**src/common/slb_pkg.sv**
```systemverilog
`default_nettype none
package slb_pkg;

    // ------------------------------------------------------------
    // Clock and display timing
    // ------------------------------------------------------------
    localparam int unsigned CLK_KHZ        = 200000;
    localparam int unsigned FLASH_ON_MS    = 250;
    localparam int unsigned FLASH_OFF_MS   = 250;
    localparam int unsigned SHORT_PAUSE_MS = 750;
    localparam int unsigned LONG_PAUSE_MS  = 2000;
    localparam int unsigned PULSE_MS       = 1000;
    localparam int unsigned BLINK_MS       = 500;
    localparam int unsigned SCAN_LIMIT_MS  = 200;

    localparam int unsigned FLASH_ON_CYC    = FLASH_ON_MS * CLK_KHZ;
    localparam int unsigned FLASH_OFF_CYC   = FLASH_OFF_MS * CLK_KHZ;
    localparam int unsigned SHORT_PAUSE_CYC = SHORT_PAUSE_MS * CLK_KHZ;
    localparam int unsigned LONG_PAUSE_CYC  = LONG_PAUSE_MS * CLK_KHZ;
    localparam int unsigned PULSE_CYC       = PULSE_MS * CLK_KHZ;
    localparam int unsigned BLINK_CYC       = BLINK_MS * CLK_KHZ;
    localparam int unsigned SCAN_LIMIT_CYC  = SCAN_LIMIT_MS * CLK_KHZ;

    // Dim level of the pulsing fault lamp, out of 16 sub-cycles
    localparam logic [3:0]  DIM_DUTY = 4'h3;
    localparam logic [3:0]  TEN_FLASHES = 4'ha;
    localparam logic [1:0]  LAST_DIGIT = 2'h2;
    localparam logic [31:0] CNT_ZERO = 32'h0;
    localparam logic [31:0] CNT_ONE  = 32'h1;

    // ------------------------------------------------------------
    // Carriers
    // ------------------------------------------------------------
    typedef struct packed {
        logic [3:0] first;
        logic [3:0] second;
        logic [3:0] third;
    } slb_code_t;

    typedef struct packed {
        logic overhead;
        logic memory;
        logic driver;
        logic rack;
        logic expansion;
        logic software;
    } slb_err_t;

    typedef logic [3:0][15:0] slb_aout_t;

    typedef enum logic [2:0] {
        SEQ_IDLE  = 3'h0,
        SEQ_LEAD  = 3'h1,
        SEQ_ON    = 3'h3,
        SEQ_OFF   = 3'h2,
        SEQ_PAUSE = 3'h6,
        SEQ_TRAIL = 3'h7
    } slb_seq_t;

    // ------------------------------------------------------------
    // Error codes, first digit shown first
    // ------------------------------------------------------------
    localparam slb_code_t CODE_LOST_SCAN = '{first: 4'h1, second: 4'h2, third: 4'h3};
    localparam slb_code_t CODE_OVERHEAD  = '{first: 4'h1, second: 4'h2, third: 4'h4};
    localparam slb_code_t CODE_MEMORY    = '{first: 4'h1, second: 4'h2, third: 4'h5};
    localparam slb_code_t CODE_DRIVER    = '{first: 4'h2, second: 4'h2, third: 4'h2};
    localparam slb_code_t CODE_BATTERY   = '{first: 4'h6, second: 4'h2, third: 4'h1};
    localparam logic [3:0] RACK_DIGIT    = 4'h2;
    localparam logic [3:0] EXP_DIGIT     = 4'h3;

    // A zero digit cannot be shown as no flashes, so it becomes ten
    function automatic logic [3:0] slb_digit(input logic [3:0] v);
        slb_digit = (v == 4'h0) ? TEN_FLASHES : v;
    endfunction

endpackage
`default_nettype wire

```
**src/hdl/slb_status_lamps.sv**
```systemverilog
`timescale 1ns/1ps
`default_nettype none
module slb_status_lamps #(
    parameter int unsigned FLASH_ON_CYC    = slb_pkg::FLASH_ON_CYC,
    parameter int unsigned FLASH_OFF_CYC   = slb_pkg::FLASH_OFF_CYC,
    parameter int unsigned SHORT_PAUSE_CYC = slb_pkg::SHORT_PAUSE_CYC,
    parameter int unsigned LONG_PAUSE_CYC  = slb_pkg::LONG_PAUSE_CYC,
    parameter int unsigned PULSE_CYC       = slb_pkg::PULSE_CYC,
    parameter int unsigned BLINK_CYC       = slb_pkg::BLINK_CYC,
    parameter int unsigned SCAN_LIMIT_CYC  = slb_pkg::SCAN_LIMIT_CYC
) (
    input  wire logic              mclk,
    input  wire logic              sys_rst,
    input  wire logic              supply_ok,
    input  wire logic              batt_low,
    input  wire logic              digital_variant,
    input  wire logic              scan_active,
    input  wire logic              scan_start,
    input  wire logic              selftest_done,
    input  wire logic              selftest_fail,
    input  wire slb_pkg::slb_err_t err_flags,
    input  wire logic [3:0]        rack_slot,
    input  wire logic [2:0]        exp_tens,
    input  wire logic [3:0]        exp_ones,
    input  wire logic [15:0]       dout_req,
    input  wire slb_pkg::slb_aout_t aout_req,
    output logic                   supply_lamp,
    output logic                   run_lamp,
    output logic                   fault_lamp,
    output logic [15:0]            dout,
    output slb_pkg::slb_aout_t     aout
);

    // ------------------------------------------------------------
    // Timing constants at counter width
    // ------------------------------------------------------------
    localparam logic [31:0] PULSE_LAST = 32'(PULSE_CYC) - slb_pkg::CNT_ONE;
    localparam logic [31:0] PULSE_HALF = 32'(PULSE_CYC / 2);
    localparam logic [31:0] BLINK_LAST = 32'(BLINK_CYC) - slb_pkg::CNT_ONE;
    localparam logic [31:0] SCAN_LAST  = 32'(SCAN_LIMIT_CYC) - slb_pkg::CNT_ONE;

    logic        testing;
    logic        hw_fault;
    logic [31:0] scan_cnt;
    logic        scan_tripped;
    logic        lost_scan;
    logic        shown_lost;
    logic [31:0] pulse_cnt;
    logic [3:0]  pwm_cnt;
    logic [31:0] blink_cnt;
    logic        blink_ph;
    logic        seq_lamp;
    logic        seq_busy;
    logic        seq_done;

    // ------------------------------------------------------------
    // Power-up self-test and lost-scan watchdog
    // ------------------------------------------------------------
    // Only the power-up result is latched; faults found afterwards are ignored
    wire hw_fail_seen = testing && selftest_done && selftest_fail;

    wire scan_trip = scan_active && !scan_start && !scan_tripped
                     && (scan_cnt == SCAN_LAST);

    always_ff @(posedge mclk or posedge sys_rst) begin
        if (sys_rst) begin
            testing  <= 1'b1;
            hw_fault <= 1'b0;
        end else begin
            testing  <= testing && !selftest_done;
            hw_fault <= hw_fault || hw_fail_seen;
        end
    end

    always_ff @(posedge mclk or posedge sys_rst) begin
        if (sys_rst) begin
            scan_cnt     <= slb_pkg::CNT_ZERO;
            scan_tripped <= 1'b0;
        end else if (scan_start) begin
            scan_cnt     <= slb_pkg::CNT_ZERO;
            scan_tripped <= 1'b0;
        end else if (scan_active && !scan_tripped) begin
            scan_cnt     <= scan_cnt + slb_pkg::CNT_ONE;
            scan_tripped <= scan_trip;
        end
    end

    // ------------------------------------------------------------
    // Code selection, fixed priority
    // ------------------------------------------------------------
    wire batt_code = batt_low && digital_variant;

    wire slb_pkg::slb_code_t rack_code = '{first:  slb_pkg::RACK_DIGIT,
                                           second: slb_pkg::RACK_DIGIT,
                                           third:  slb_pkg::slb_digit(rack_slot)};
    wire slb_pkg::slb_code_t exp_code  = '{first:  slb_pkg::EXP_DIGIT,
                                           second: slb_pkg::slb_digit({1'b0, exp_tens}),
                                           third:  slb_pkg::slb_digit(exp_ones)};

    // One-shot event; a new trip wins over its clear
    wire lost_clear = seq_done && shown_lost;
    // Masked while clearing, or a shown 123 would restart
    wire lost_pend  = lost_scan && !lost_clear;

    wire any_pend = lost_pend || err_flags.overhead || err_flags.memory || err_flags.driver
                    || err_flags.rack || err_flags.expansion || batt_code;

    wire slb_pkg::slb_code_t sel_code =
        lost_pend          ? slb_pkg::CODE_LOST_SCAN :
        err_flags.overhead ? slb_pkg::CODE_OVERHEAD  :
        err_flags.memory   ? slb_pkg::CODE_MEMORY    :
        err_flags.driver   ? slb_pkg::CODE_DRIVER    :
        err_flags.rack     ? rack_code               :
        err_flags.expansion ? exp_code               :
                             slb_pkg::CODE_BATTERY;

    // A new code only starts once the previous one has fully ended
    wire seq_start = run_lamp && any_pend && !seq_busy;

    always_ff @(posedge mclk or posedge sys_rst) begin
        if (sys_rst) begin
            lost_scan  <= 1'b0;
            shown_lost <= 1'b0;
        end else begin
            lost_scan  <= scan_trip || (lost_scan && !lost_clear);
            shown_lost <= seq_start ? lost_pend : shown_lost;
        end
    end

    slb_flash_seq #(
        .ON_CYC    (32'(FLASH_ON_CYC)),
        .OFF_CYC   (32'(FLASH_OFF_CYC)),
        .SHORT_CYC (32'(SHORT_PAUSE_CYC)),
        .LONG_CYC  (32'(LONG_PAUSE_CYC))
    ) u_seq (
        .mclk    (mclk),
        .sys_rst (sys_rst),
        .start   (seq_start),
        .code    (sel_code),
        .lamp    (seq_lamp),
        .busy    (seq_busy),
        .done    (seq_done)
    );

    // ------------------------------------------------------------
    // Bright-dim pulse and battery blink timers
    // ------------------------------------------------------------
    // Dim half is a low-duty PWM; the lamp driver filters it as brightness
    wire pulse_lamp = (pulse_cnt < PULSE_HALF) || (pwm_cnt < slb_pkg::DIM_DUTY);
    wire pulse_wrap = (pulse_cnt == PULSE_LAST);
    wire blink_wrap = (blink_cnt == BLINK_LAST);

    always_ff @(posedge mclk or posedge sys_rst) begin
        if (sys_rst) begin
            pulse_cnt <= slb_pkg::CNT_ZERO;
            pwm_cnt   <= 4'h0;
            blink_cnt <= slb_pkg::CNT_ZERO;
            blink_ph  <= 1'b0;
        end else begin
            pulse_cnt <= pulse_wrap ? slb_pkg::CNT_ZERO : pulse_cnt + slb_pkg::CNT_ONE;
            pwm_cnt   <= pwm_cnt + 4'h1;
            blink_cnt <= blink_wrap ? slb_pkg::CNT_ZERO : blink_cnt + slb_pkg::CNT_ONE;
            blink_ph  <= blink_wrap ? !blink_ph : blink_ph;
        end
    end

    // ------------------------------------------------------------
    // Lamp and output drive
    // ------------------------------------------------------------
    wire blink_supply = batt_low && !digital_variant;
    wire next_supply  = supply_ok && (!blink_supply || blink_ph);

    wire next_run = scan_active;

    wire next_fault = testing                ? 1'b1       :
                      hw_fault               ? 1'b1       :
                      !run_lamp              ? 1'b0       :
                      err_flags.software     ? pulse_lamp :
                                               seq_lamp;

    // Gate on the same next value as the run lamp so they switch together
    wire [15:0]          next_dout = next_run ? dout_req : 16'h0000;
    wire slb_pkg::slb_aout_t next_aout = next_run ? aout_req : '0;

    always_ff @(posedge mclk or posedge sys_rst) begin
        if (sys_rst) begin
            supply_lamp <= 1'b0;
            run_lamp    <= 1'b0;
            fault_lamp  <= 1'b0;
            dout        <= 16'h0000;
            aout        <= '0;
        end else begin
            supply_lamp <= next_supply;
            run_lamp    <= next_run;
            fault_lamp  <= next_fault;
            dout        <= next_dout;
            aout        <= next_aout;
        end
    end

endmodule
`default_nettype wire

```
**src/hdl/slb_flash_seq.sv**
```systemverilog
`timescale 1ns/1ps
`default_nettype none
module slb_flash_seq #(
    parameter logic [31:0] ON_CYC    = 32'h10,
    parameter logic [31:0] OFF_CYC   = 32'h10,
    parameter logic [31:0] SHORT_CYC = 32'h20,
    parameter logic [31:0] LONG_CYC  = 32'h40
) (
    input  wire logic              mclk,
    input  wire logic              sys_rst,
    input  wire logic              start,
    input  wire slb_pkg::slb_code_t code,
    output logic                   lamp,
    output logic                   busy,
    output logic                   done
);

    slb_pkg::slb_seq_t  state;
    slb_pkg::slb_seq_t  next_state;
    logic [31:0]        cnt;
    logic [31:0]        next_cnt;
    logic [1:0]         idx;
    logic [1:0]         next_idx;
    logic [3:0]         left;
    logic [3:0]         next_left;
    slb_pkg::slb_code_t code_q;
    slb_pkg::slb_code_t next_code;

    wire        timer_end  = (cnt == slb_pkg::CNT_ZERO);
    wire [3:0]  next_digit = (idx == 2'h0) ? code_q.second : code_q.third;

    assign busy = (state != slb_pkg::SEQ_IDLE);

    // ------------------------------------------------------------
    // Sequence: long pause, digit groups split by short pauses, long pause
    // ------------------------------------------------------------
    always_comb begin
        next_state = state;
        next_cnt   = timer_end ? cnt : cnt - slb_pkg::CNT_ONE;
        next_idx   = idx;
        next_left  = left;
        next_code  = code_q;
        case (state)
            slb_pkg::SEQ_IDLE: begin
                next_cnt = slb_pkg::CNT_ZERO;
                if (start) begin
                    next_state = slb_pkg::SEQ_LEAD;
                    next_cnt   = LONG_CYC - slb_pkg::CNT_ONE;
                    next_code  = code;
                    next_idx   = 2'h0;
                end
            end
            slb_pkg::SEQ_LEAD: begin
                if (timer_end) begin
                    next_state = slb_pkg::SEQ_ON;
                    next_cnt   = ON_CYC - slb_pkg::CNT_ONE;
                    next_left  = code_q.first;
                end
            end
            slb_pkg::SEQ_ON: begin
                if (timer_end) begin
                    if (left > 4'h1) begin
                        next_state = slb_pkg::SEQ_OFF;
                        next_cnt   = OFF_CYC - slb_pkg::CNT_ONE;
                        next_left  = left - 4'h1;
                    end else if (idx != slb_pkg::LAST_DIGIT) begin
                        next_state = slb_pkg::SEQ_PAUSE;
                        next_cnt   = SHORT_CYC - slb_pkg::CNT_ONE;
                        next_idx   = idx + 2'h1;
                        next_left  = next_digit;
                    end else begin
                        next_state = slb_pkg::SEQ_TRAIL;
                        next_cnt   = LONG_CYC - slb_pkg::CNT_ONE;
                    end
                end
            end
            slb_pkg::SEQ_OFF, slb_pkg::SEQ_PAUSE: begin
                if (timer_end) begin
                    next_state = slb_pkg::SEQ_ON;
                    next_cnt   = ON_CYC - slb_pkg::CNT_ONE;
                end
            end
            slb_pkg::SEQ_TRAIL: begin
                if (timer_end) begin
                    next_state = slb_pkg::SEQ_IDLE;
                end
            end
            default: begin
                next_state = slb_pkg::SEQ_IDLE;
                next_cnt   = slb_pkg::CNT_ZERO;
            end
        endcase
    end

    always_ff @(posedge mclk or posedge sys_rst) begin
        if (sys_rst) begin
            state  <= slb_pkg::SEQ_IDLE;
            cnt    <= slb_pkg::CNT_ZERO;
            idx    <= 2'h0;
            left   <= 4'h0;
            code_q <= '0;
            lamp   <= 1'b0;
            done   <= 1'b0;
        end else begin
            state  <= next_state;
            cnt    <= next_cnt;
            idx    <= next_idx;
            left   <= next_left;
            code_q <= next_code;
            lamp   <= (next_state == slb_pkg::SEQ_ON);
            done   <= (state == slb_pkg::SEQ_TRAIL) && timer_end;
        end
    end

endmodule
`default_nettype wire

```
**config.mk**
```make
export PLATFORM = sky130hd
export DESIGN_NAME = slb_status_lamps
export DESIGN_NICKNAME = d
export VERILOG_FILES = /design/src/common/slb_pkg.sv /design/src/hdl/slb_status_lamps.sv /design/src/hdl/slb_flash_seq.sv
export SDC_FILE = /design/constraint.sdc
export NUM_CORES = 1
export LEC_CHECK = 0
export ABC_AREA = 1
export BUFFER_PORTS_ARGS = -buffer_cell sky130_fd_sc_hd__buf_4
export CELL_PAD_IN_SITES_DETAIL_PLACEMENT = 1
export CELL_PAD_IN_SITES_GLOBAL_PLACEMENT = 1
export CORE_MARGIN = 5
export CORE_UTILIZATION = 42
export CTS_CLUSTER_DIAMETER = 200
export DETAILED_ROUTE_END_ITERATION = 10
export PLACE_DENSITY = 0.86
export SETUP_SLACK_MARGIN = 0.05
export SLEW_MARGIN = 20
export SYNTH_ARGS = -nofsm -noshare
export SYNTH_HDL_FRONTEND = slang
export SYNTH_SLANG_ARGS = --single-unit
```
**constraint.sdc**
```tcl
create_clock -name mclk -period 12.3 [get_ports mclk]
set_input_delay 3.69 -clock mclk [delete_from_list [all_inputs] [get_ports mclk]]
set_output_delay 3.69 -clock mclk [all_outputs]
set_load 0.005 [all_outputs]
```
Word-level counts from Yosys, hierarchy flattened --
Cells that the tools add are included.
Operators by class: muxes and demuxes 46, $add $sub $neg 7, bitwise logic cells 0, multipliers 0, reductions and logical operators 47, equal/unequal tests 16, shifts and indexed selects 0, divide/modulo/power cells 0, order comparisons 3
Operators with widths (number):
- 32-bit two-way mux | 8
- 32-bit one-hot mux with 4 select lines | 1
- 32-bit by 1-bit adder with 32-bit output (second input constant) | 3
- 11-bit two-way mux | 6
- 64-bit two-way mux | 1
- 29-bit two-way mux | 2
- 32-bit by 26-bit == test with 1-bit output (second input constant) | 1
- 32-bit by 27-bit == test with 1-bit output (second input constant) | 1
- 32-bit by 28-bit == test with 1-bit output (second input constant) | 1
- 32-bit logical NOT | 1
- 32-bit by 27-bit less-than comparator with 1-bit output (second input constant) | 1
- 4-bit two-way mux | 8
- 32-bit by 1-bit subtractor with 32-bit output (second input constant) | 1
- 16-bit two-way mux | 1
- 1-bit logical AND | 15
- 3-bit two-way mux | 5
- 3-bit one-hot mux with 4 select lines | 1
- 1-bit logical OR | 10
- 3-bit by 2-bit == test with 1-bit output (second input constant) | 3
- 1-bit logical NOT | 8
- 4-bit logical NOT | 2
- 2-bit two-way mux | 4
- 4-bit one-hot mux with 2 select lines | 1
- 1-bit two-way mux | 7
- 19 further kinds | 27
Storage, ports and cells: flip-flop bits (word level) 244, latch bits 0, bits in writable memories 0, input port bits 106, memories 0, word-level logic and storage cells 146, ROM bits 0, output and inout bits 83

Depth between registers and ports, before layout --
Gate-level depths: netlist of the first run.
depth after elaboration 14, mapped depth 12, mapped depth without buffers 12

Hierarchy --
A second synthesis of the first run with hierarchy kept.
Unflattened totals: cells, all modules 1825, area total of the unflattened synthesis 13245.2 µm²
Modules (own cells, without submodules):
- slb_status_lamps | instances 1, cells each 1254, sequential area each 4730.8 µm², area an instance 9325.2 µm²
- slb_flash_seq | instances 1, cells each 571, sequential area each 1376.3 µm², area an instance 3920.0 µm²

Least setup slack after synthesis of the first run --
No wires, ideal clock.
path type input port to flip-flop, from in scan_active, to reg scan_cnt[24], stages 9, library setup time 120 ps, path buffers 2, data required time 12180 ps, data arrival time 4781 ps, setup slack 7399 ps, cells stage by stage buf_4 nand2_4 inv_2 buf_2 nand3_1 nor3_2 nand2_1 o21ai_0 nor2_1
On the way: cells in the longest elaborated chain, start to end 2
RTL lines:
- from (decl) | RTL line slb_status_lamps.sv:17 | input wire logic scan_active,
- 1-bit logical AND | RTL line slb_status_lamps.sv:82 | end else if (scan_active && !scan_tripped) begin
- 2-bit nonzero test (no source line)
- to (signal assigned) | RTL line slb_status_lamps.sv:77 | scan_cnt <= slb_pkg::CNT_ZERO;
- to (signal assigned) | RTL line slb_status_lamps.sv:80 | scan_cnt <= slb_pkg::CNT_ZERO;
- to (signal assigned) | RTL line slb_status_lamps.sv:83 | scan_cnt <= scan_cnt + slb_pkg::CNT_ONE;
- to (decl) | RTL line slb_status_lamps.sv:44 | logic [31:0] scan_cnt;
No other way between the ends. A chain may end at the register's enable or synchronous reset.

Worst setup path in the final report of the first run --
from in err_flags[5] in the netlist's numbering, to reg u_seq.cnt[2]
On the way: cells in the longest elaborated chain, start to end 10
RTL lines:
- from (decl) | RTL line slb_status_lamps.sv:21 | input wire slb_pkg::slb_err_t err_flags,
- 1-bit logical OR (3 in a row) | RTL line slb_status_lamps.sv:105 | wire any_pend = lost_pend || err_flags.overhead || err_flags.memory || err_flags.driver
- 1-bit logical OR (3 in a row) | RTL line slb_status_lamps.sv:106 | || err_flags.rack || err_flags.expansion || batt_code;
- 1-bit logical AND (2 in a row) | RTL line slb_status_lamps.sv:118 | wire seq_start = run_lamp && any_pend && !seq_busy;
- 29-bit two-way mux | RTL line slb_flash_seq.sv:46 | if (start) begin
- 32-bit one-hot mux with 4 select lines | RTL line slb_flash_seq.sv:43 | case (state)
- via u_seq.next_cnt[2] | RTL line slb_flash_seq.sv:21 | logic [31:0] next_cnt;
- to (signal assigned) | RTL line slb_flash_seq.sv:98 | cnt <= slb_pkg::CNT_ZERO;
- to (signal assigned) | RTL line slb_flash_seq.sv:106 | cnt <= next_cnt;
- to (decl) | RTL line slb_flash_seq.sv:20 | logic [31:0] cnt;
The timed path passes the listed nets, and every way through them passes these cells.

==> impl_metrics.env, run 1 <==
export IMPL_outcome="finished clean"
export IMPL_cp_end_kind="register"
export IMPL_syn_avg_cell_area_um2=7.743
export IMPL_synth_area_um2=12610
export IMPL_viasPerCell=5.220
export IMPL_port_buffers=188
export IMPL_drcViolationCount=0
export IMPL_fp_row_count=63
export IMPL_die_w_um=183.2
export IMPL_arrival_ns=5.55
export IMPL_worstMarginPinSlew_ns=1.179
export IMPL_antenna_found_initial=2
export IMPL_synth_seq_cells=243
export IMPL_ys_async_sr_fraction_pct=100.0
export IMPL_die_area_um2=33580
export IMPL_grt_pass1_vias=13130
export IMPL_fin_worst_skew_ns=0.01988
export IMPL_r2r_start="u_seq.cnt[0]$_DFF_PP0_"
export IMPL_leakage_nw=8.044
export IMPL_wire_per_inst_um=19.09
export IMPL_clock_latency_ns=0.55
export IMPL_dpl_cell_count=2187
export IMPL_fin_cells=2237
export IMPL_synth_edf_count=0
export IMPL_worst_setup_path_start_kind="primary input"
export IMPL_grt_setup_unrepaired="false"
export IMPL_clk_root_buffer_cell="clkbuf_16"
export IMPL_yosysSeqAreaShare_pct=48.25
export IMPL_dr_pass1_iters=4
export IMPL_min_path_cells=2
export IMPL_drtIter0Drc=672
export IMPL_syn_num_nets=1744
export IMPL_cts_resized=0
export IMPL_min_to="hw_fault$_DFF_PP0_"
export IMPL_hp_class="register to register"
export IMPL_cts_htree_levels=1
export IMPL_dpl_hpwl_um=31080
export IMPL_fmax_ghz=0.1955
export IMPL_finalSetupViolations=0
export IMPL_ys_types=49
export IMPL_r2r_end="u_seq.cnt[21]$_DFF_PP0_"
export IMPL_cp_max_fo=25
export IMPL_regToRegSetupSlack_ns=9.57
export IMPL_critPathRequiredTime_ns=12.74
export IMPL_synth_top_area_share_pct=48.04
export IMPL_irDropWorstVdd_mv=0.1050
export IMPL_fin_crit_sh_pct=41.58
export IMPL_min_from="hw_fault$_DFF_PP0_"
export IMPL_cts_setup_buffers=0
export IMPL_fin_nets=1942
export IMPL_max_slew_margin_pct=21.09
export IMPL_syn_inst=1628
export IMPL_vias=11680
export IMPL_period_needed_ns=5.115
export IMPL_cts_made_buffers=27
export IMPL_tns_ns=0
export IMPL_final_common_cell="nand2_1"
export IMPL_routed_wl_um=42700
export IMPL_report_final_slew_viol_count=0
export IMPL_cts_tree="done"
export IMPL_cts_sinks=243
export IMPL_start_util_pct=42.53
export IMPL_ctsHoldBuffers=0
export IMPL_die_y_um=183.2
export IMPL_yosys_warnings=0
export IMPL_drive_above_1_share_pct=15.50
export IMPL_grt_max_degree=113
export IMPL_gp_congestion=0.9034
export IMPL_path_clk_slew_ns=0.06
export IMPL_num_io_pins=189
export IMPL_grt_pass1_wl_um=69060
export IMPL_mostFrequentLayoutCells="nand2_1 (396), inv_1 (272), dfrtp_1 (242)"
export IMPL_finalHoldViolations=0
export IMPL_power_density_nw_per_um2=113.6
export IMPL_core_um2=29640
export IMPL_ctsLongestPathBuffers=3
export IMPL_setup_worst_path_class="primary input to register"
export IMPL_synth_flop_cell="dfrtp_1"
export IMPL_syn_to_final_growth_pct=21.50
export IMPL_hold_ws_ns=0.4492
export IMPL_gr_usage_all_layers_pct=25.47
export IMPL_ant_nets=0
export IMPL_grt_overflow_total=0
export IMPL_rr_worst_depth=11
export IMPL_synth_largest_area_cell="dfrtp_1"
export IMPL_maxCapViolCount=0
export IMPL_synth_area_leaders="dfrtp_1 (48%), nand2_1 (12%), inv_1 (8.1%)"
==> stage by stage <==
| stage | utilization (%) | power [mW] | setup WS (ns) | area [um2] |
|---|---|---|---|---|
| 2_1_floorplan | - | 0.8675 | 1.938 | 12610 |
| 3_3_place_gp | 48.66 | 0.9334 | 6.452 | 14420 |
| 3_5_place_dp | 48.66 | 0.9374 | 6.276 | 14420 |
| 4_1_cts | 51.63 | 1.760 | 6.815 | 15300 |
| 5_1_grt | 51.68 | 1.806 | 7.057 | 15320 |
| 6_report | 51.68 | 1.740 | 7.185 | 15320 |
==> flip-flops by register name, summed over array words and instances (netlist names) <==
signal	flops
scan_tripped	1
run_lamp	1
shown_lost	1
u_seq.idx	2
u_seq.cnt	32
supply_lamp	1
u_seq.left	4
blink_ph	1
dout	16
u_seq.code_q	11
pulse_cnt	32
blink_cnt	32
scan_cnt	32
u_seq.state	3
u_seq.done	1
hw_fault	1
fault_lamp	1
lost_scan	1
aout	64
pwm_cnt	4
testing	1
u_seq.lamp	1
==> area by class of cell <==
cell class | instances | area, um2
clock buffer | 34 | 721.9
tap | 390 | 488.0
multi-input combinational | 1082 | 5361
timing repair buffer | 192 | 1441
clock inverter | 14 | 157.7
inverter | 280 | 1059
antenna | 2 | 5.005
fill | 3702 | 14320
sequential | 243 | 6082
==> per-layer routing <==
layer  track usage (%)  share of wire (%)
met1             29.08                 38
met5                 0                  0
met3             6.486                6.7
met4             9.029                3.7
met2             46.19                 51
==> worst max path at each step <==
stage	slack [ns]	start	to	cells past startpoint
2_1_floorplan	1.94	sys_rst	aout[0]$_DFF_PP0_	1
3_3_place_gp	6.45	err_flags[5]	u_seq.code_q[10]$_DFFE_PP0P_	9
6_report	7.19	err_flags[5]	u_seq.cnt[2]$_DFF_PP0_	9
4_1_cts	6.81	err_flags[5]	u_seq.code_q[10]$_DFFE_PP0P_	9
3_5_place_dp	6.28	err_flags[5]	u_seq.code_q[10]$_DFFE_PP0P_	9
5_1_grt	7.06	err_flags[5]	u_seq.cnt[2]$_DFF_PP0_	9
==> kinds of logic (layout without fill, tap and decap cells) <==
kind of cell / count (synthesis) / in the layout / share of synthesized area, %
other: 0 / 2 / 0
xor gates and xnor gates: 74 / 74 / 5.141
DFF: 243 / 243 / 48.25
and+or+nand+nor: 879 / 879 / 31.03
adders and majority gates: 10 / 10 / 0.9926
AOI/OAI and AO/OA: 119 / 119 / 5.300
buffers and inverters: 303 / 520 / 9.290
==> report_power, final <==
part / total, mW / internal (mW) / leakage, nW / switching [mW]
Clock: 0.816 / 0.478 / 0.432 / 0.338
Sequential: 0.820 / 0.814 / 3.12 / 0.00617
Combinational: 0.104 / 0.0457 / 4.50 / 0.0583
==> synth_stat cells (6+ instances only) <==
cell	instances
a21oi_1	42
clkbuf_1	14
dfrtp_1	242
ha_1	10
inv_1	273
inv_2	7
nand2_1	396
nand2_2	12
nand3_1	105
nand4_1	48
nor2_1	204
nor2_2	11
nor2_4	6
nor3_1	60
nor4_1	11
o21ai_0	43
xnor2_1	18
xor2_1	56
==> critical path: stages <==
cell     delay, ns
buf_4         0.11
nor2_1        0.33
nand2_1       0.18
nor3_1        0.22
nor2_2        0.20
inv_2         0.40
nand2_1       0.17
o21ai_0       0.19
inv_1         0.06
(Power assumes the default switching activity.)
==> run 2: changes to the inputs <==
Clock period 12.3 ns to 4.8 ns, I/O delays scaled along.
==> run 2 against run 1 <==
  * Non-clock buffer count is 2 higher
  * Sequential share of layout area shrank 0.33 points
  * Final cell count barely moved
  * Clock-buffer cell count rose by 1
  * Core utilization increased by 0.43 points
  * Die area is the same
  * Design area increased by 0.83%
==> impl_metrics.env, run 2 (same netlist as run 1, synthesis figures left out) <==
export IMPL_cts_resized=0
export IMPL_worstMarginPinSlew_ns=1.077
export IMPL_finalSetupViolations=0
export IMPL_cts_made_buffers=27
export IMPL_outcome="finished clean"
export IMPL_arrival_ns=3.31
export IMPL_crit_chain="buf_4, nor2_1, nand2_1, nor3_1, nor2_1, buf_4, inv_2, o21ai_0, inv_1, nand2_1"
export IMPL_clock_latency_ns=0.54
export IMPL_cts_setup_buffers=0
export IMPL_grt_max_degree=88
export IMPL_fin_area_um2=15440
export IMPL_critical_path_max_stage_delay_ns=0.38
export IMPL_cts_tree="done"
export IMPL_ctsLongestPathBuffers=3
export IMPL_gr_usage_all_layers_pct=25.62
export IMPL_clk_root_buffer_cell="clkbuf_16"
export IMPL_fin_crit_sh_pct=60.10
export IMPL_die_w_um=183.2
export IMPL_fin_worst_skew_ns=0.007611
export IMPL_dpl_hpwl_um=31610
export IMPL_antenna_found_initial=0
export IMPL_max_slew_margin_pct=27.96
export IMPL_core_um2=29640
export IMPL_largest_register_ffs=64
export IMPL_leakage_nw=8.080
export IMPL_cp_slowest_cell="inv_2"
export IMPL_num_io_pins=189
export IMPL_final_common_cell="nand2_1"
export IMPL_worst_setup_path_start_kind="primary input"
export IMPL_maxCapViolCount=0
export IMPL_cts_sinks=243
export IMPL_period_needed_ns=2.885
export IMPL_drive_above_1_share_pct=15.75
export IMPL_grt_pass1_wl_um=69550
export IMPL_fmax_ghz=0.3467
export IMPL_gp_congestion=0.9548
export IMPL_mostFrequentLayoutCells="nand2_1 (396), inv_1 (272), dfrtp_1 (242)"
export IMPL_fin_nets=1944
export IMPL_report_final_slew_viol_count=0
export IMPL_cts_htree_levels=1
export IMPL_drtIter0Drc=644
export IMPL_dpl_cell_count=2189
export IMPL_top_register="aout"
export IMPL_grt_pass1_vias=13090
export IMPL_final_util_pct=52.10
export IMPL_vias=11800
export IMPL_hp_class="register to register"
export IMPL_port_buffers=188
export IMPL_dr_pass1_iters=5
export IMPL_ant_nets=0
export IMPL_grt_overflow_total=0
export IMPL_fin_cells=2238
export IMPL_wire_per_inst_um=19.15
export IMPL_critPathRequiredTime_ns=5.22
export IMPL_path_clk_slew_ns=0.06
export IMPL_routed_wl_um=42850
export IMPL_ctsHoldBuffers=0
export IMPL_finalHoldViolations=0
export IMPL_die_y_um=183.2
export IMPL_cp_end_kind="register"
export IMPL_antenna_cells=0
export IMPL_syn_to_final_growth_pct=22.50
export IMPL_fp_row_count=63
export IMPL_start_util_pct=42.53
export IMPL_grt_setup_unrepaired="false"
export IMPL_viasPerCell=5.273
export IMPL_irDropWorstVdd_mv=0.3091
export IMPL_tns_ns=0
export IMPL_cp_max_fo=25
export IMPL_hold_ws_ns=0.4599
export IMPL_die_area_um2=33580
export IMPL_drcViolationCount=0
export IMPL_setup_worst_path_class="primary input to register"
export IMPL_post_dp_cell_area_um2=14470
export IMPL_power_density_nw_per_um2=300.2
run 2: cell types whose count changed in the layout (fill, tap and decap cells not counted), moves of 2 or more:
| cell | change |
|---|---|
| clkbuf_8 | +4 |
| clkinv_2 | -2 |
| diode_2 | -2 |
| bufinv_16 | +2 |
| clkbuf_1 | -3 |
| clkinvlp_4 | +3 |
| buf_12 | +3 |
run 2: routing by layer:
metal  track usage, %  vias to the layer above  part of all wire [%]
met1            29.44                     5868                    39
met4            9.058                        0                   3.6
met5                0                        -                     0
li1                 -                     5511                     -
met3            6.505                       75                   7.1
met2            46.27                      348                    51
run 2: where the power goes:
part	total (mW)	internal, mW	switching, mW
registers	2.10	2.08	0.0151
logic	0.269	0.121	0.148
clock network	2.27	1.39	0.876
total	4.64	3.60	1.04
run 2: cell type report:
| class | instances | area [um2] |
|---|---|---|
| clock buffers | 35 | 765.7 |
| clock inverters | 14 | 205.2 |
| fillers | 3710 | 14200 |
| inverters | 280 | 1055 |
| multi-input cells | 1082 | 5353 |
| flip-flops and latches | 243 | 6082 |
| well taps | 390 | 488.0 |
| repair buffers | 194 | 1494 |
run 2: final timing paths:
path	depth (start not counted)	start	slack, ns	endpoint
worst min-delay path	2	hw_fault$_DFF_PP0_	0.46	hw_fault$_DFF_PP0_
min in group asynchronous	2	sys_rst	1.07	pulse_cnt[24]$_DFF_PP0_
worst max register to register	11	u_seq.cnt[0]$_DFF_PP0_	2.15	u_seq.cnt[21]$_DFF_PP0_
worst min register to register	2	hw_fault$_DFF_PP0_	0.46	hw_fault$_DFF_PP0_
max in group asynchronous	3	sys_rst	2.83	aout[45]$_DFF_PP0_
worst max-delay path	10	err_flags[5]	1.92	u_seq.cnt[26]$_DFF_PP0_
run 2: through the flow:
step / power, mW / worst slack [ns]
after detailed placement: 2.407 / 1.473
after global routing: 4.798 / 1.764
final: 4.636 / 1.915
after global placement: 2.394 / 1.466
after floorplan: 2.224 / 0.1710
after CTS: 4.677 / 1.927
run 2: critical path, delay by kind of cell:
kind                   cells  cell delay [ns]
and+or+nand+nor            5             0.87
buffers and inverters      4             0.82
AOI/OAI and AO/OA          1             0.16
==> run 3: changes to the inputs <==
Settings changed: CORE_UTILIZATION 42 to 38, PLACE_DENSITY 0.86 to 0.82.
Clock period 4.8 ns to 2.5 ns, I/O delays scaled along.
==> run 3 against run 2 <==
  * Final cell count is 2.9% higher
  * Clock-buffer cell count rose by 3
  * Sequential power increased by 92%
  * Die area grew 9.9%
  * Routed wire length shrank 1.7%
  * Largest power group is now sequential cells
==> impl_metrics.env, run 3 (same netlist as run 1, synthesis figures left out) <==
export IMPL_cp_end_kind="register"
export IMPL_wire_per_inst_um=18.28
export IMPL_cts_resized=0
export IMPL_post_dp_cell_area_um2=14650
export IMPL_maxCapViolCount=0
export IMPL_critPathRequiredTime_ns=2.91
export IMPL_syn_to_final_growth_pct=23.39
export IMPL_cts_sinks=243
export IMPL_die_y_um=192.1
export IMPL_largest_register_ffs=64
export IMPL_ctsLongestPathBuffers=3
export IMPL_p_total_mw=8.567
export IMPL_die_w_um=192.1
export IMPL_drcViolationCount=0
export IMPL_multi_input_area_um2=5368
export IMPL_leakage_nw=8.119
export IMPL_report_final_slew_viol_count=0
export IMPL_critical_path_max_stage_delay_ns=0.41
export IMPL_grt_pass1_wl_um=67460
export IMPL_grt_pass1_vias=12960
export IMPL_dr_wl_met2_um=21790
export IMPL_worstMarginPinSlew_ns=0.5892
export IMPL_gp_congestion=0.9247
export IMPL_final_common_cell="nand2_1"
export IMPL_core_um2=32620
export IMPL_clk_root_buffer_cell="clkbuf_16"
export IMPL_vias=11780
export IMPL_wl_met1_um=16250
export IMPL_drtIter0Drc=748
export IMPL_nFillCells=4064
export IMPL_wl_met3_um=2864
export IMPL_cp_top_family="simple AND/OR/NAND/NOR gates"
export IMPL_worst_setup_path_start_kind="register"
export IMPL_irDropWorstVdd_mv=0.4840
export IMPL_fin_worst_skew_ns=0.01075
export IMPL_routed_wl_um=42120
export IMPL_gr_usage_all_layers_pct=22.69
export IMPL_cts_setup_buffers=0
export IMPL_cts_tree="done"
export IMPL_crit_chain="inv_2, ha_4, nand2_1, nor2_2, nand2_1, nor2_4, nand2_2, ha_1, a21oi_1, o21ai_0"
export IMPL_cts_htree_levels=1
export IMPL_hp_class="primary input to register"
export IMPL_ant_nets=0
export IMPL_arrival_ns=2.54
export IMPL_cts_made_buffers=27
export IMPL_drive_above_1_share_pct=16.34
export IMPL_mostFrequentLayoutCells="nand2_1 (396), inv_1 (271), dfrtp_1 (242)"
export IMPL_critPathBufInv=1
export IMPL_setup_worst_path_class="register to register"
export IMPL_top_register="aout"
export IMPL_power_density_nw_per_um2=550.8
export IMPL_antenna_found_initial=2
export IMPL_max_slew_margin_pct=60.72
export IMPL_cpMostUsedCell="nand2_1"
export IMPL_dpl_hpwl_um=31810
export IMPL_num_io_pins=189
export IMPL_ctsHoldBuffers=0
export IMPL_viasPerCell=5.112
export IMPL_path_clk_slew_ns=0.06
export IMPL_fin_nets=1959
export IMPL_clock_latency_ns=0.54
export IMPL_port_buffers=188
export IMPL_grt_max_degree=103
export IMPL_outcome="finished clean"
export IMPL_die_area_um2=36920
export IMPL_grt_setup_unrepaired="false"
export IMPL_ff_latch_area_um2=6082
export IMPL_finalSetupViolations=0
export IMPL_fin_crit_sh_pct=85.42
export IMPL_fin_area_um2=15550
export IMPL_dr_pass1_iters=5
export IMPL_period_needed_ns=2.135
export IMPL_fp_row_count=66
export IMPL_grt_overflow_total=0
export IMPL_finalHoldViolations=0
export IMPL_cp_slowest_cell="dfrtp_1"
export IMPL_top_layer_used="met4"
export IMPL_start_util_pct=38.65
export IMPL_fmax_ghz=0.4683
export IMPL_cp_max_fo=6
==> run 3: cell types whose count changed in the layout (fill, tap and decap cells not counted), moves of 2 or more <==
cell,change
clkinv_2,-2
bufinv_16,-3
clkinvlp_4,-2
clkbuf_1,+2
buf_4,+15
diode_2,+2
==> run 3: worst paths after layout <==
| path | start | endpoint | slack (ns) | depth (start not counted) |
|---|---|---|---|---|
| worst max-delay path | u_seq.cnt[0]$_DFF_PP0_ | u_seq.cnt[0]$_DFF_PP0_ | 0.36 | 10 |
| worst min-delay path | selftest_done | testing$_DFF_PP1_ | 0.34 | 2 |
| worst max register to register | u_seq.cnt[0]$_DFF_PP0_ | u_seq.cnt[0]$_DFF_PP0_ | 0.36 | 10 |
| worst min register to register | pwm_cnt[0]$_DFF_PP0_ | pwm_cnt[0]$_DFF_PP0_ | 0.45 | 1 |
| max in group asynchronous | sys_rst | pwm_cnt[0]$_DFF_PP0_ | 1.59 | 3 |
| min in group asynchronous | sys_rst | blink_cnt[26]$_DFF_PP0_ | 0.38 | 3 |
==> run 3: routing by layer <==
| layer | GRT usage [%] | vias up |
|---|---|---|
| met1 | 25.92 | 5844 |
| met4 | 6.363 | 0 |
| met3 | 5.671 | 68 |
| li1 | - | 5542 |
| met2 | 41.90 | 324 |
| met5 | 0 | - |
==> run 3: final cells by class <==
type | count | area share (%)
diodes | 2 | 0.03218
inverters | 280 | 6.781
flip-flops and latches | 243 | 39.10
multi-input cells | 1082 | 34.51
well taps | 442 | 3.555
clock buffers | 38 | 5.060
clock inverters | 8 | 0.6355
repair buffers | 209 | 10.33
==> run 3: stage by stage <==
stage                     setup TNS (ns)  hold WS, ns  setup WS [ns]  utilization, %  cells
after floorplan                  -348.84       0.4214         -1.439               -   1628
after global placement                 0       0.4356         0.3454           44.91   2256
after detailed placement               0       0.4490         0.1344           44.91   2256
after CTS                              0       0.3101         0.1184           47.63   2302
after global routing                   0       0.3190         0.1400           47.69   2304
final                                  0       0.3362         0.3646           47.69   2304
==> run 3: power by group <==
group          internal [mW]  switching, mW  total, mW
Combinational          0.236          0.272      0.508
Clock                   2.38           1.65       4.03
Sequential              4.00         0.0283       4.03
